===== src/logic/tfs_pkg.sv =====
package tfs_pkg;
    // register port
    localparam int              ADDR_W         = 4;
    localparam int              DATA_W         = 16;
    localparam logic [3:0]      ADDR_STATUS    = 4'h0;
    localparam logic [3:0]      ADDR_CONTROL   = 4'h4;
    localparam logic [15:0]     CONTROL_RESET  = 16'h0001;
    localparam int              CTRL_TX_REQ    = 0;

    // status word field positions
    localparam int              BIT_POWER_UP   = 3;
    localparam int              BIT_BUS_ERR    = 4;
    localparam int              BIT_OT_SHUT    = 5;
    localparam int              BIT_OT_WARN    = 6;
    localparam int              BIT_TX_TIMEOUT = 7;
    localparam int              BIT_SUM_ERR    = 11;
    localparam int              BIT_MODE_EN    = 13;
    localparam int              BIT_MODE_STBY  = 14;
    localparam int              BIT_PARITY     = 15;

    // asynchronous input vector layout
    localparam int              IN_TEMP_WARN   = 0;
    localparam int              IN_TEMP_SHUT   = 1;
    localparam int              IN_OC_PLUS_SRC  = 2;
    localparam int              IN_OC_PLUS_SNK  = 3;
    localparam int              IN_OC_MINUS_SRC = 4;
    localparam int              IN_OC_MINUS_SNK = 5;
    localparam int              IN_TX_EN_N     = 6;
    localparam int              IN_BG_EN       = 7;
    localparam int              IN_TX_SUP_OK   = 8;
    localparam int              IN_BAT_SUP_OK  = 9;
    localparam int              ASYNC_W        = 10;

    // timing
    localparam int              CLK_MHZ        = 200;
    localparam int              TX_ACTIVE_LIMIT_NS = 650000;
    localparam int              TX_TIMEOUT_CYCLES_DEF = (TX_ACTIVE_LIMIT_NS * CLK_MHZ) / 1000;
    localparam int              TX_CNT_W       = 18;

    typedef enum logic [2:0] {
        MODE_NORMAL,
        MODE_RX_ONLY,
        MODE_STANDBY,
        MODE_SLEEP,
        MODE_GO_TO_SLEEP
    } tfs_mode_t;
endpackage


===== src/logic/tfs_fault_status.sv =====
// Our own choices: the register offsets and the strobed register port.
`timescale 1ns/100ps
// Overview of operation
// - overcurrent on either bus line sets bus error
// - lower temperature threshold sets warning bit 6
// - upper threshold sets shutdown bit 5, transmitter off
// - temperature detection only in normal mode
// - temperature events never change operating mode
// - temperature flags set summary bit 11, pin
// - shutdown holds transmitter off until status cleared
// - transmitter active too long disables it
// - time-out sets bit 7 and summary bit
// - time-out drives error pin low in normal
// - time-out cleared by read or normal entry
// - both supplies up set power-up bit 3
// - power-up bit never drives error pin
// - mode bits show current mode, but both sleep modes show standby's 00
// - bits 13/14 mirror mode select pin levels
// - bit 15 gives even parity over word
// - bus error bit 4 disables transmitter, pin
// - read or normal entry clears all entries
module tfs_fault_status
    import tfs_pkg::*;
#(
    parameter int unsigned TX_TIMEOUT_CYCLES = tfs_pkg::TX_TIMEOUT_CYCLES_DEF
) (
    input  wire logic                       sys_clk,
    input  wire logic                       sys_rst,
    input  wire logic [tfs_pkg::ADDR_W-1:0] regAddr,
    input  wire logic [tfs_pkg::DATA_W-1:0] regWrData,
    input  wire logic                       regWrEn,
    input  wire logic                       regRdEn,
    output logic      [tfs_pkg::DATA_W-1:0] regRdData,
    input  wire tfs_pkg::tfs_mode_t         opMode,
    input  wire logic                       tempWarnIn,
    input  wire logic                       tempShutIn,
    input  wire logic                       ocBusPlusSrc,
    input  wire logic                       ocBusPlusSink,
    input  wire logic                       ocBusMinusSrc,
    input  wire logic                       ocBusMinusSink,
    input  wire logic                       transmitEnablePinN,
    input  wire logic                       busGuardianEnablePin,
    input  wire logic                       transmitterSupplyOk,
    input  wire logic                       batterySupplyOk,
    output logic                            transmitterEnable,
    output logic                            errorIndicationOutputN
);
    import tfs_pkg::*;

    typedef struct packed {
        logic                powerUp;
        logic                busErr;
        logic                otShut;
        logic                otWarn;
        logic                txTimeout;
        logic                sumErr;
        logic [TX_CNT_W-1:0] txCnt;
        logic                supOkPrev;
        tfs_mode_t           modePrev;
        logic                txReq;
        logic [DATA_W-1:0]   rdData;
    } tfs_state_t;

    localparam logic [TX_CNT_W-1:0] TX_LIMIT = TX_CNT_W'(TX_TIMEOUT_CYCLES);

    tfs_state_t          cur_q;
    tfs_state_t          nxt_d;
    logic [ASYNC_W-1:0]  asyncVec;
    logic [ASYNC_W-1:0]  syncVec;
    logic                inNormal;
    logic                readable;
    logic                readStatus;
    logic                readControl;
    logic                enterNormal;
    logic                clearAll;
    logic                txActive;
    logic                setBus;
    logic                setWarn;
    logic                setShut;
    logic                setTimeout;
    logic                setPowerUp;
    logic                supOk;
    logic [1:0]          modeBits;
    logic [DATA_W-1:0]   statusWord;

    assign asyncVec[IN_TEMP_WARN]  = tempWarnIn;
    assign asyncVec[IN_TEMP_SHUT]  = tempShutIn;
    assign asyncVec[IN_OC_PLUS_SRC]  = ocBusPlusSrc;
    assign asyncVec[IN_OC_PLUS_SNK]  = ocBusPlusSink;
    assign asyncVec[IN_OC_MINUS_SRC] = ocBusMinusSrc;
    assign asyncVec[IN_OC_MINUS_SNK] = ocBusMinusSink;
    assign asyncVec[IN_TX_EN_N]    = transmitEnablePinN;
    assign asyncVec[IN_BG_EN]      = busGuardianEnablePin;
    assign asyncVec[IN_TX_SUP_OK]  = transmitterSupplyOk;
    assign asyncVec[IN_BAT_SUP_OK] = batterySupplyOk;

    // reset of the synchroniser clears both stages: all inputs read low after reset
    tfs_sync #(
        .WIDTH   (ASYNC_W)
    ) u_sync (
        .sys_clk (sys_clk),
        .sys_rst (sys_rst),
        .asyncIn (asyncVec),
        .syncOut (syncVec)
    );

    // upper bit lands on status bit 13, lower bit on status bit 14
    always_comb begin
        case (opMode)
            MODE_NORMAL:  modeBits = 2'h3;
            MODE_RX_ONLY: modeBits = 2'h1;
            MODE_STANDBY: modeBits = 2'h0;
            default:      modeBits = 2'h0;
        endcase
    end

    assign inNormal    = (opMode == MODE_NORMAL);
    // sleep modes offer no read-out, so such a read neither returns nor clears the word
    assign readable    = (opMode == MODE_NORMAL) || (opMode == MODE_RX_ONLY)
                         || (opMode == MODE_STANDBY);
    assign readStatus  = regRdEn && (regAddr == ADDR_STATUS) && readable;
    assign readControl = regRdEn && (regAddr == ADDR_CONTROL);
    assign enterNormal = inNormal && (cur_q.modePrev != MODE_NORMAL);
    assign clearAll    = readStatus || enterNormal;
    assign txActive    = inNormal && !syncVec[IN_TX_EN_N] && syncVec[IN_BG_EN];
    assign setBus      = |syncVec[IN_OC_MINUS_SNK:IN_OC_PLUS_SRC];
    assign setWarn     = inNormal && syncVec[IN_TEMP_WARN];
    assign setShut     = inNormal && syncVec[IN_TEMP_SHUT];
    // flag when the count already stands at the limit, so that the active time strictly exceeds it
    assign setTimeout  = txActive && (cur_q.txCnt == TX_LIMIT);
    assign supOk       = syncVec[IN_TX_SUP_OK] && syncVec[IN_BAT_SUP_OK];
    assign setPowerUp  = supOk && !cur_q.supOkPrev;

    // mode bits are live, never stored, so they follow any mode change
    always_comb begin
        statusWord                 = '0;
        statusWord[BIT_POWER_UP]   = cur_q.powerUp;
        statusWord[BIT_BUS_ERR]    = cur_q.busErr;
        statusWord[BIT_OT_SHUT]    = cur_q.otShut;
        statusWord[BIT_OT_WARN]    = cur_q.otWarn;
        statusWord[BIT_TX_TIMEOUT] = cur_q.txTimeout;
        statusWord[BIT_SUM_ERR]    = cur_q.sumErr;
        statusWord[BIT_MODE_EN]    = modeBits[1];
        statusWord[BIT_MODE_STBY]  = modeBits[0];
        statusWord[BIT_PARITY]     = ^statusWord[BIT_PARITY-1:0];
    end

    always_comb begin
        nxt_d           = cur_q;
        nxt_d.modePrev  = opMode;
        nxt_d.supOkPrev = supOk;
        // set wins over clear in every flag
        nxt_d.powerUp   = (cur_q.powerUp && !clearAll) || setPowerUp;
        nxt_d.busErr    = (cur_q.busErr && !clearAll) || setBus;
        nxt_d.otWarn    = (cur_q.otWarn && !clearAll) || setWarn;
        nxt_d.otShut    = (cur_q.otShut && !clearAll) || setShut;
        nxt_d.txTimeout = (cur_q.txTimeout && !clearAll) || setTimeout;
        nxt_d.sumErr    = (cur_q.sumErr && !clearAll) || setBus || setWarn
                          || setShut || setTimeout;
        if (!txActive || clearAll || cur_q.txTimeout) begin
            nxt_d.txCnt = '0;
        end else if (cur_q.txCnt != TX_LIMIT) begin
            nxt_d.txCnt = cur_q.txCnt + TX_CNT_W'(1);
        end
        if (regWrEn && (regAddr == ADDR_CONTROL)) begin
            nxt_d.txReq = regWrData[CTRL_TX_REQ];
        end
        if (readStatus) begin
            nxt_d.rdData = statusWord;
        end else if (readControl) begin
            nxt_d.rdData = {{(DATA_W-1){1'b0}}, cur_q.txReq};
        end else begin
            nxt_d.rdData = '0;
        end
    end

    always_ff @(posedge sys_clk) begin
        if (sys_rst) begin
            cur_q          <= '0;
            cur_q.modePrev <= MODE_STANDBY;
            cur_q.txReq    <= CONTROL_RESET[CTRL_TX_REQ];
        end else begin
            cur_q          <= nxt_d;
        end
    end

    // no mode output exists: faults only gate the transmitter
    assign transmitterEnable = cur_q.txReq && inNormal && !cur_q.busErr && !cur_q.otShut
                               && !cur_q.txTimeout;
    // power-up stays out of the summary bit, so it cannot pull the pin
    assign errorIndicationOutputN = !cur_q.sumErr;
    assign regRdData = cur_q.rdData;
endmodule // tfs_fault_status


===== src/logic/tfs_sync.sv =====
`timescale 1ns/100ps
module tfs_sync #(
    parameter int WIDTH = 1
) (
    input  wire logic             sys_clk,
    input  wire logic             sys_rst,
    input  wire logic [WIDTH-1:0] asyncIn,
    output logic      [WIDTH-1:0] syncOut
);
    typedef struct packed {
        logic [WIDTH-1:0] stage1;
        logic [WIDTH-1:0] stage2;
    } tfs_sync_state_t;

    tfs_sync_state_t cur_q;
    tfs_sync_state_t nxt_d;

    // stage1 feeds only stage2 to keep metastability out of the logic
    always_comb begin
        nxt_d        = cur_q;
        nxt_d.stage1 = asyncIn;
        nxt_d.stage2 = cur_q.stage1;
    end

    always_ff @(posedge sys_clk) begin
        if (sys_rst) begin
            cur_q <= '0;
        end else begin
            cur_q <= nxt_d;
        end
    end

    assign syncOut = cur_q.stage2;
endmodule // tfs_sync


===== config.mk =====
export PLATFORM = sky130hd
export DESIGN_NAME = tfs_fault_status
export DESIGN_NICKNAME = d
export VERILOG_FILES = /design/src/logic/tfs_pkg.sv /design/src/logic/tfs_fault_status.sv /design/src/logic/tfs_sync.sv
export SDC_FILE = /design/constraint.sdc
export NUM_CORES = 1
export LEC_CHECK = 0
export ABC_AREA = 1
export BUFFER_PORTS_ARGS = -buffer_cell sky130_fd_sc_hd__buf_2
export CORE_MARGIN = 3
export CORE_UTILIZATION = 55
export CTS_CLUSTER_DIAMETER = 150
export DETAILED_ROUTE_END_ITERATION = 12
export PLACE_DENSITY = 0.81
export SLEW_MARGIN = 10
export SYNTH_ARGS = -nofsm -noshare
export SYNTH_HDL_FRONTEND = slang
export SYNTH_SLANG_ARGS = --single-unit

===== constraint.sdc =====
create_clock -name sys_clk -period 2.3 [get_ports sys_clk]
set_clock_uncertainty 0.1 [all_clocks]
set_input_delay 0.46 -clock sys_clk [delete_from_list [all_inputs] [get_ports sys_clk]]
set_output_delay 0.46 -clock sys_clk [all_outputs]
set_load 0.01 [all_outputs]

==> results.toml, run 1 <==
[timing]
max_freq_mhz = 564
slew_violations = 0
period_minus_slack_ns = 1.77
tns_ns = 0
timing.hold.ws_ns = 0.217
hold_viol = 0
setup_viol = 0
rsz0062_at_grt = "no"
fin_crit_sh = 0.771

[synthesis]
synth_xor_area_frac = 0.00344
synthCells = 355
synthSimpleGateAreaFrac = 0.316
synth_cell_types = 33
synthFlopType = "dfxtp_1"
synth_top_cell_by_area = "dfxtp_1"
synth_commonest_cells = "nor2_1, inv_1, nand2_1"
synth_seq_cells = 59
yosys-top-cells-area = "dfxtp_1, nor2_1, inv_1"
yosysTopAreaCellShare = 0.465
synth-compound-area-share = 0.0472
synth-warning-count = 0
yosysMostFrequentCell = "nor2_1"
async_reset_ff_frac = 0
synth_edf_count = 0
yosys.area_share.adder = 0.00984
syn_avg_cell_area_um2 = 7.16
synth_top_family_by_area = "simple AND/OR/NAND/NOR gates"
yosysSeqAreaShare = 0.465
synth_area_mm2 = 0.00254
synth.area.mux_share = 0

[detailed_routing]
drc = 0
first_iter_violations = 104
wl_per_cell_um = 10.1
drtPass1Iterations = 4
vias = 2081
viasPerCell = 4.72
wl_um = 4480
ant_nets = 0

[grt]
grt_max_degree = 29
grt_pass1_wl_um = 7730
grt_antenna_before_repair = 0
grt.total_usage = 0.187
grt_pass1_vias = 1935
gr-total-overflow = 0

[setup_path]
critPathArrivalTime_ns = 1.21
r2r-start = "cur_q[21]"
crit_type = "reg -> out"
reg2reg_slack_ns = 0.68
endpoint_kind = "output port"
required_ns = 1.74
r2r_cells = 8
critPathMaxFanout = 5
start_kind = "register"
r2r-end = "cur_q[33]"

[cells_and_area]
final.fill_count = 373
post_route_cells_drive_above_1_share = 0.162
fin_util = 0.646
fin_area_mm2 = 0.00285
nNetsFinal = 423
diodes = 0
area.growth.synth_to_final_pct = 12.2
final_cells = 441

[pwr]
powerDensity_mw_per_mm2 = 734
p_leak_uw = 0.00133
peakVddDrop_uv = 396

[clock_network]
postCtsSetupRepairBufs = 0
cts_tree = "yes"
clk_pin_slew_worst_paths_ns = 0.07
clock-root-buffer = "clkbuf_8"
clockBufferDepth = 2
cts_hold_buf = 0
cts.repair.resized = 0
numCtsBuffers = 9
clk_latency_ns = 0.34
cts_htree_levels = 3
clock_sinks = 59

[floorplan]
pin_count = 55
core_mm2 = 0.00441
num_rows = 24
dieArea_mm2 = 0.00547
die_x_um = 74.0
die_h_um = 74.0
start_util = 0.576

[place]
gp_congestion = 0.819
dp.cells = 425
postPlaceCellArea_mm2 = 0.00265
portBuffers = 33
place_hpwl_um = 3260

[min_path]
min-delay-start = "ocBusMinusSrc"
worstHoldPathType = "in -> reg"
hold_depth = 3
hold_end = "u_sync.cur_q[14]"

[flow_run]
maxCapViolCount = 0

[status]
status = "completed"
[power breakdown]
part	total, uW	switching [uW]	internal, uW
combinational	105	64.8	40.4
sequential	1050	9.17	1050
clock	935	429	506
total	2100	503	1590
[worst max-delay path, cell delays in order (launching register included)]
cell     delay, ns
dfxtp_1       0.32
inv_1         0.16
nand4_1       0.14
nor2_1        0.12
buf_2         0.14
[area by class of cell]
class,count,area [um^2],area share
Clock inverter,7,77.6,0.0272
Timing Repair Buffer,34,173,0.0605
Tap cell,52,65.1,0.0228
Inverter,67,251,0.0882
Sequential cell,59,1180,0.414
Multi-Input combinational cell,213,981,0.344
Clock buffer,9,124,0.0434
[logic make-up after synthesis]
logic type,Yosys count
DFF,59
and+or+nand+nor,183
adders and majority gates,2
buffers and inverters,88
xor gates and xnor gates,1
other,1
AOI/OAI and AO/OA,21
[worst max-delay path by stage]
stage                    from                end  slack (ns)  depth (start not counted)
finish              cur_q[40]  transmitterEnable        0.53                          4
global route        cur_q[40]  transmitterEnable        0.43                          4
CTS                 cur_q[40]  transmitterEnable        0.53                          4
detailed placement  opMode[2]  transmitterEnable        0.57                          7
global placement    opMode[2]  transmitterEnable        0.57                          7
floorplan           opMode[1]  transmitterEnable        0.81                          5
[per-stage QoR]
step | power [uW] | worst slack [ns]
after floorplan | 1150 | 0.813
after detailed placement | 1180 | 0.565
after global routing | 2190 | 0.434
after global placement | 1180 | 0.567
final | 2100 | 0.527
after CTS | 2120 | 0.527
[layout by cell type (no fill, tap or decap), types with 2 or more instances in the layout]
cell type / netlist / layout
nor2_1: 81 / 81
clkinv_4: 0 / 3
o21ai_0: 5 / 5
nand4_2: 2 / 2
nor3_1: 4 / 4
o21a_1: 2 / 2
nand4_1: 4 / 4
nor3_2: 2 / 2
conb_1: 1 / 6
o21ai_1: 2 / 2
buf_2: 1 / 33
nand3_1: 21 / 21
ha_1: 2 / 2
nor2_2: 2 / 2
inv_1: 65 / 65
dfxtp_1: 59 / 59
inv_2: 2 / 2
a21oi_1: 9 / 9
clkbuf_8: 0 / 9
nand2_1: 60 / 60
[sequential cells by signal, indices dropped and copies added, names as in the netlist]
| name | count |
|---|---|
| u_sync.syncOut | 10 |
| cur_q | 29 |
| u_sync.cur_q | 10 |
| regRdData | 10 |
[layer usage]
layer	global-route usage	routed length (um)
met5	0	0
met4	0.121	59
met3	0.0608	297
met2	0.300	2070
met1	0.212	2050
Power figures use the tool's default switching activity.
==> inputs of run 2 (changes only) <==
CORE_UTILIZATION = 48   (was 55)
PLACE_DENSITY = 0.75   (was 0.81)
clock period = 1.51 ns   (was 2.3 ns; I/O delays follow)
==> run 2 against run 1 <==
  * The flow now finishes with violations (negative setup slack)
  * Critical path depth increased by 6
  * Register-to-register slack got worse by 0.70 ns
  * Count of clock-buffer cells in the layout unchanged
  * Combinational power is 65% higher
  * Hold slack worse by 0.16 ns
  * Routed wire length is 12% higher
==> results.toml, run 2 (synthesis results as in run 1) <==
[status]
status = "finished, violations left"
violations = "negative setup slack"

[timing]
slew_violations = 0
setup_viol = 3
final.setup.worst_slack_ns = -0.0187
period_minus_slack_ns = 1.53
max_freq_mhz = 654
hold_viol = 0
fin_crit_sh = 1.01
rsz0062_at_grt = "yes"
tns_ns = -0.0344

[floorplan]
start_util = 0.518
dieArea_mm2 = 0.00621
die_x_um = 78.8
pin_count = 55
core_mm2 = 0.00491
num_rows = 25
die_h_um = 78.8

[clock_network]
clk_pin_slew_worst_paths_ns = 0.07
cts_tree = "yes"
clockBufferDepth = 2
cts_htree_levels = 3
clk_latency_ns = 0.34
clock-root-buffer = "clkbuf_8"
clock_sinks = 59
numCtsBuffers = 9

[detailed_routing]
wl_per_cell_um = 10.4
drtPass1Iterations = 4
ant_nets = 0
first_iter_violations = 97
wl_um = 4990
viasPerCell = 4.55
drc = 0
vias = 2192

[pwr]
p_int_uw = 2430
powerDensity_mw_per_mm2 = 993
p_leak_uw = 0.00149
peakVddDrop_uv = 602
power_frac_comb = 0.054
clock_power_share = 0.445
switching_power_uw = 769
switching_share = 0.240
seq_power_share = 0.501

[min_path]
worstHoldPathType = "in -> reg"

[grt]
grt_antenna_before_repair = 0
gr-total-overflow = 0
grt.total_usage = 0.157
grtUsageMet1 = 0.177
grt_pass1_vias = 1917
grtUsageMet2 = 0.264
gr-max-usage-layer = "met2"
grt_util_met3 = 0.0476
grt_pass1_wl_um = 7610
grt_max_degree = 28

[cells_and_area]
layout_commonest_cell = "nor2_1"
fin_util = 0.657
post_route_cells_drive_above_1_share = 0.304
top_register = "cur_q"
largest_reg_flops = 29
diodes = 0
most-common-layout-cells = "nor2_1, inv_1, dfxtp_1"
area.growth.synth_to_final_pct = 26.9
nNetsFinal = 449

[setup_path]
required_ns = 1.70
start_kind = "register"
crit_type = "reg -> reg"
critPathArrivalTime_ns = 1.71
critPathMaxFanout = 5
endpoint_kind = "register"

[place]
gp_congestion = 0.825
place_hpwl_um = 3170
portBuffers = 33

[flow_run]
maxCapViolCount = 0
[run 2: cell types whose count changed in the layout (fill, tap and decap cells not counted), sizes merged]
cell,change
nor2,+1
buf,+25
[run 2: critical path, cell delays in order (launching register included)]
cell and delay (ns):
dfxtp_4 0.38, inv_4 0.07, ha_4 0.12, inv_2 0.03, nor2_1 0.08, nand2_1 0.08
nor2_2 0.10, nand3_2 0.12, buf_6 0.17, nor2_1 0.10, o21a_1 0.12
[run 2: power by group through the flow]
stage / sequential [uW] / clock (uW) / combinational [uW]
floorplan: 1640 / 0 / 117
global placement: 1640 / 0 / 160
detailed placement: 1640 / 0 / 165
CTS: 1610 / 1450 / 166
global route: 1610 / 1510 / 200
finish: 1600 / 1430 / 173
[run 2: final cells by class]
class                           count  area [um^2]
Inverter                           67          256
Fill cell                         381         1690
Tap cell                           67         83.8
Multi-Input combinational cell    214         1130
Timing Repair Buffer               59          364
Sequential cell                    59         1190
Clock buffer                        9          124
Clock inverter                      7         77.6
[run 2: repair_timing]
action                     CTS  global route
resized for setup           13            39
gates cloned                 0             1
pin swaps                    2            12
hold buffers                 0             0
setup endpoints to repair    8            14
setup buffers                1             6
[run 2: per-stage QoR]
stage	hold slack, ns	std cells	setup slack [ns]	power, uW	cell area [um^2]
2_1_floorplan	0.281	360	0.0698	1750	2560
3_3_place_gp	0.288	458	-0.00455	1800	2810
6_report	0.0559	482	-0.0187	3200	3230
5_1_grt	0.0571	482	-0.0875	3320	3230
4_1_cts	0.0460	475	0.00329	3220	3050
3_5_place_dp	0.293	458	-0.0422	1810	2810
[run 2: final timing paths]
check,endpoint,cells past startpoint,start,slack (ns)
worst min-delay path,u_sync.cur_q[14],3,ocBusMinusSrc,0.06
worst max register to register,cur_q[40],10,cur_q[22],-0.02
worst min register to register,u_sync.syncOut[0],2,u_sync.cur_q[10],0.30
worst max-delay path,cur_q[40],10,cur_q[22],-0.02
[run 2: routing by layer]
layer	routed length (um)	share of wire
met5	0	0
met4	116	0.023
met3	337	0.067
met2	2290	0.46
met1	2250	0.45
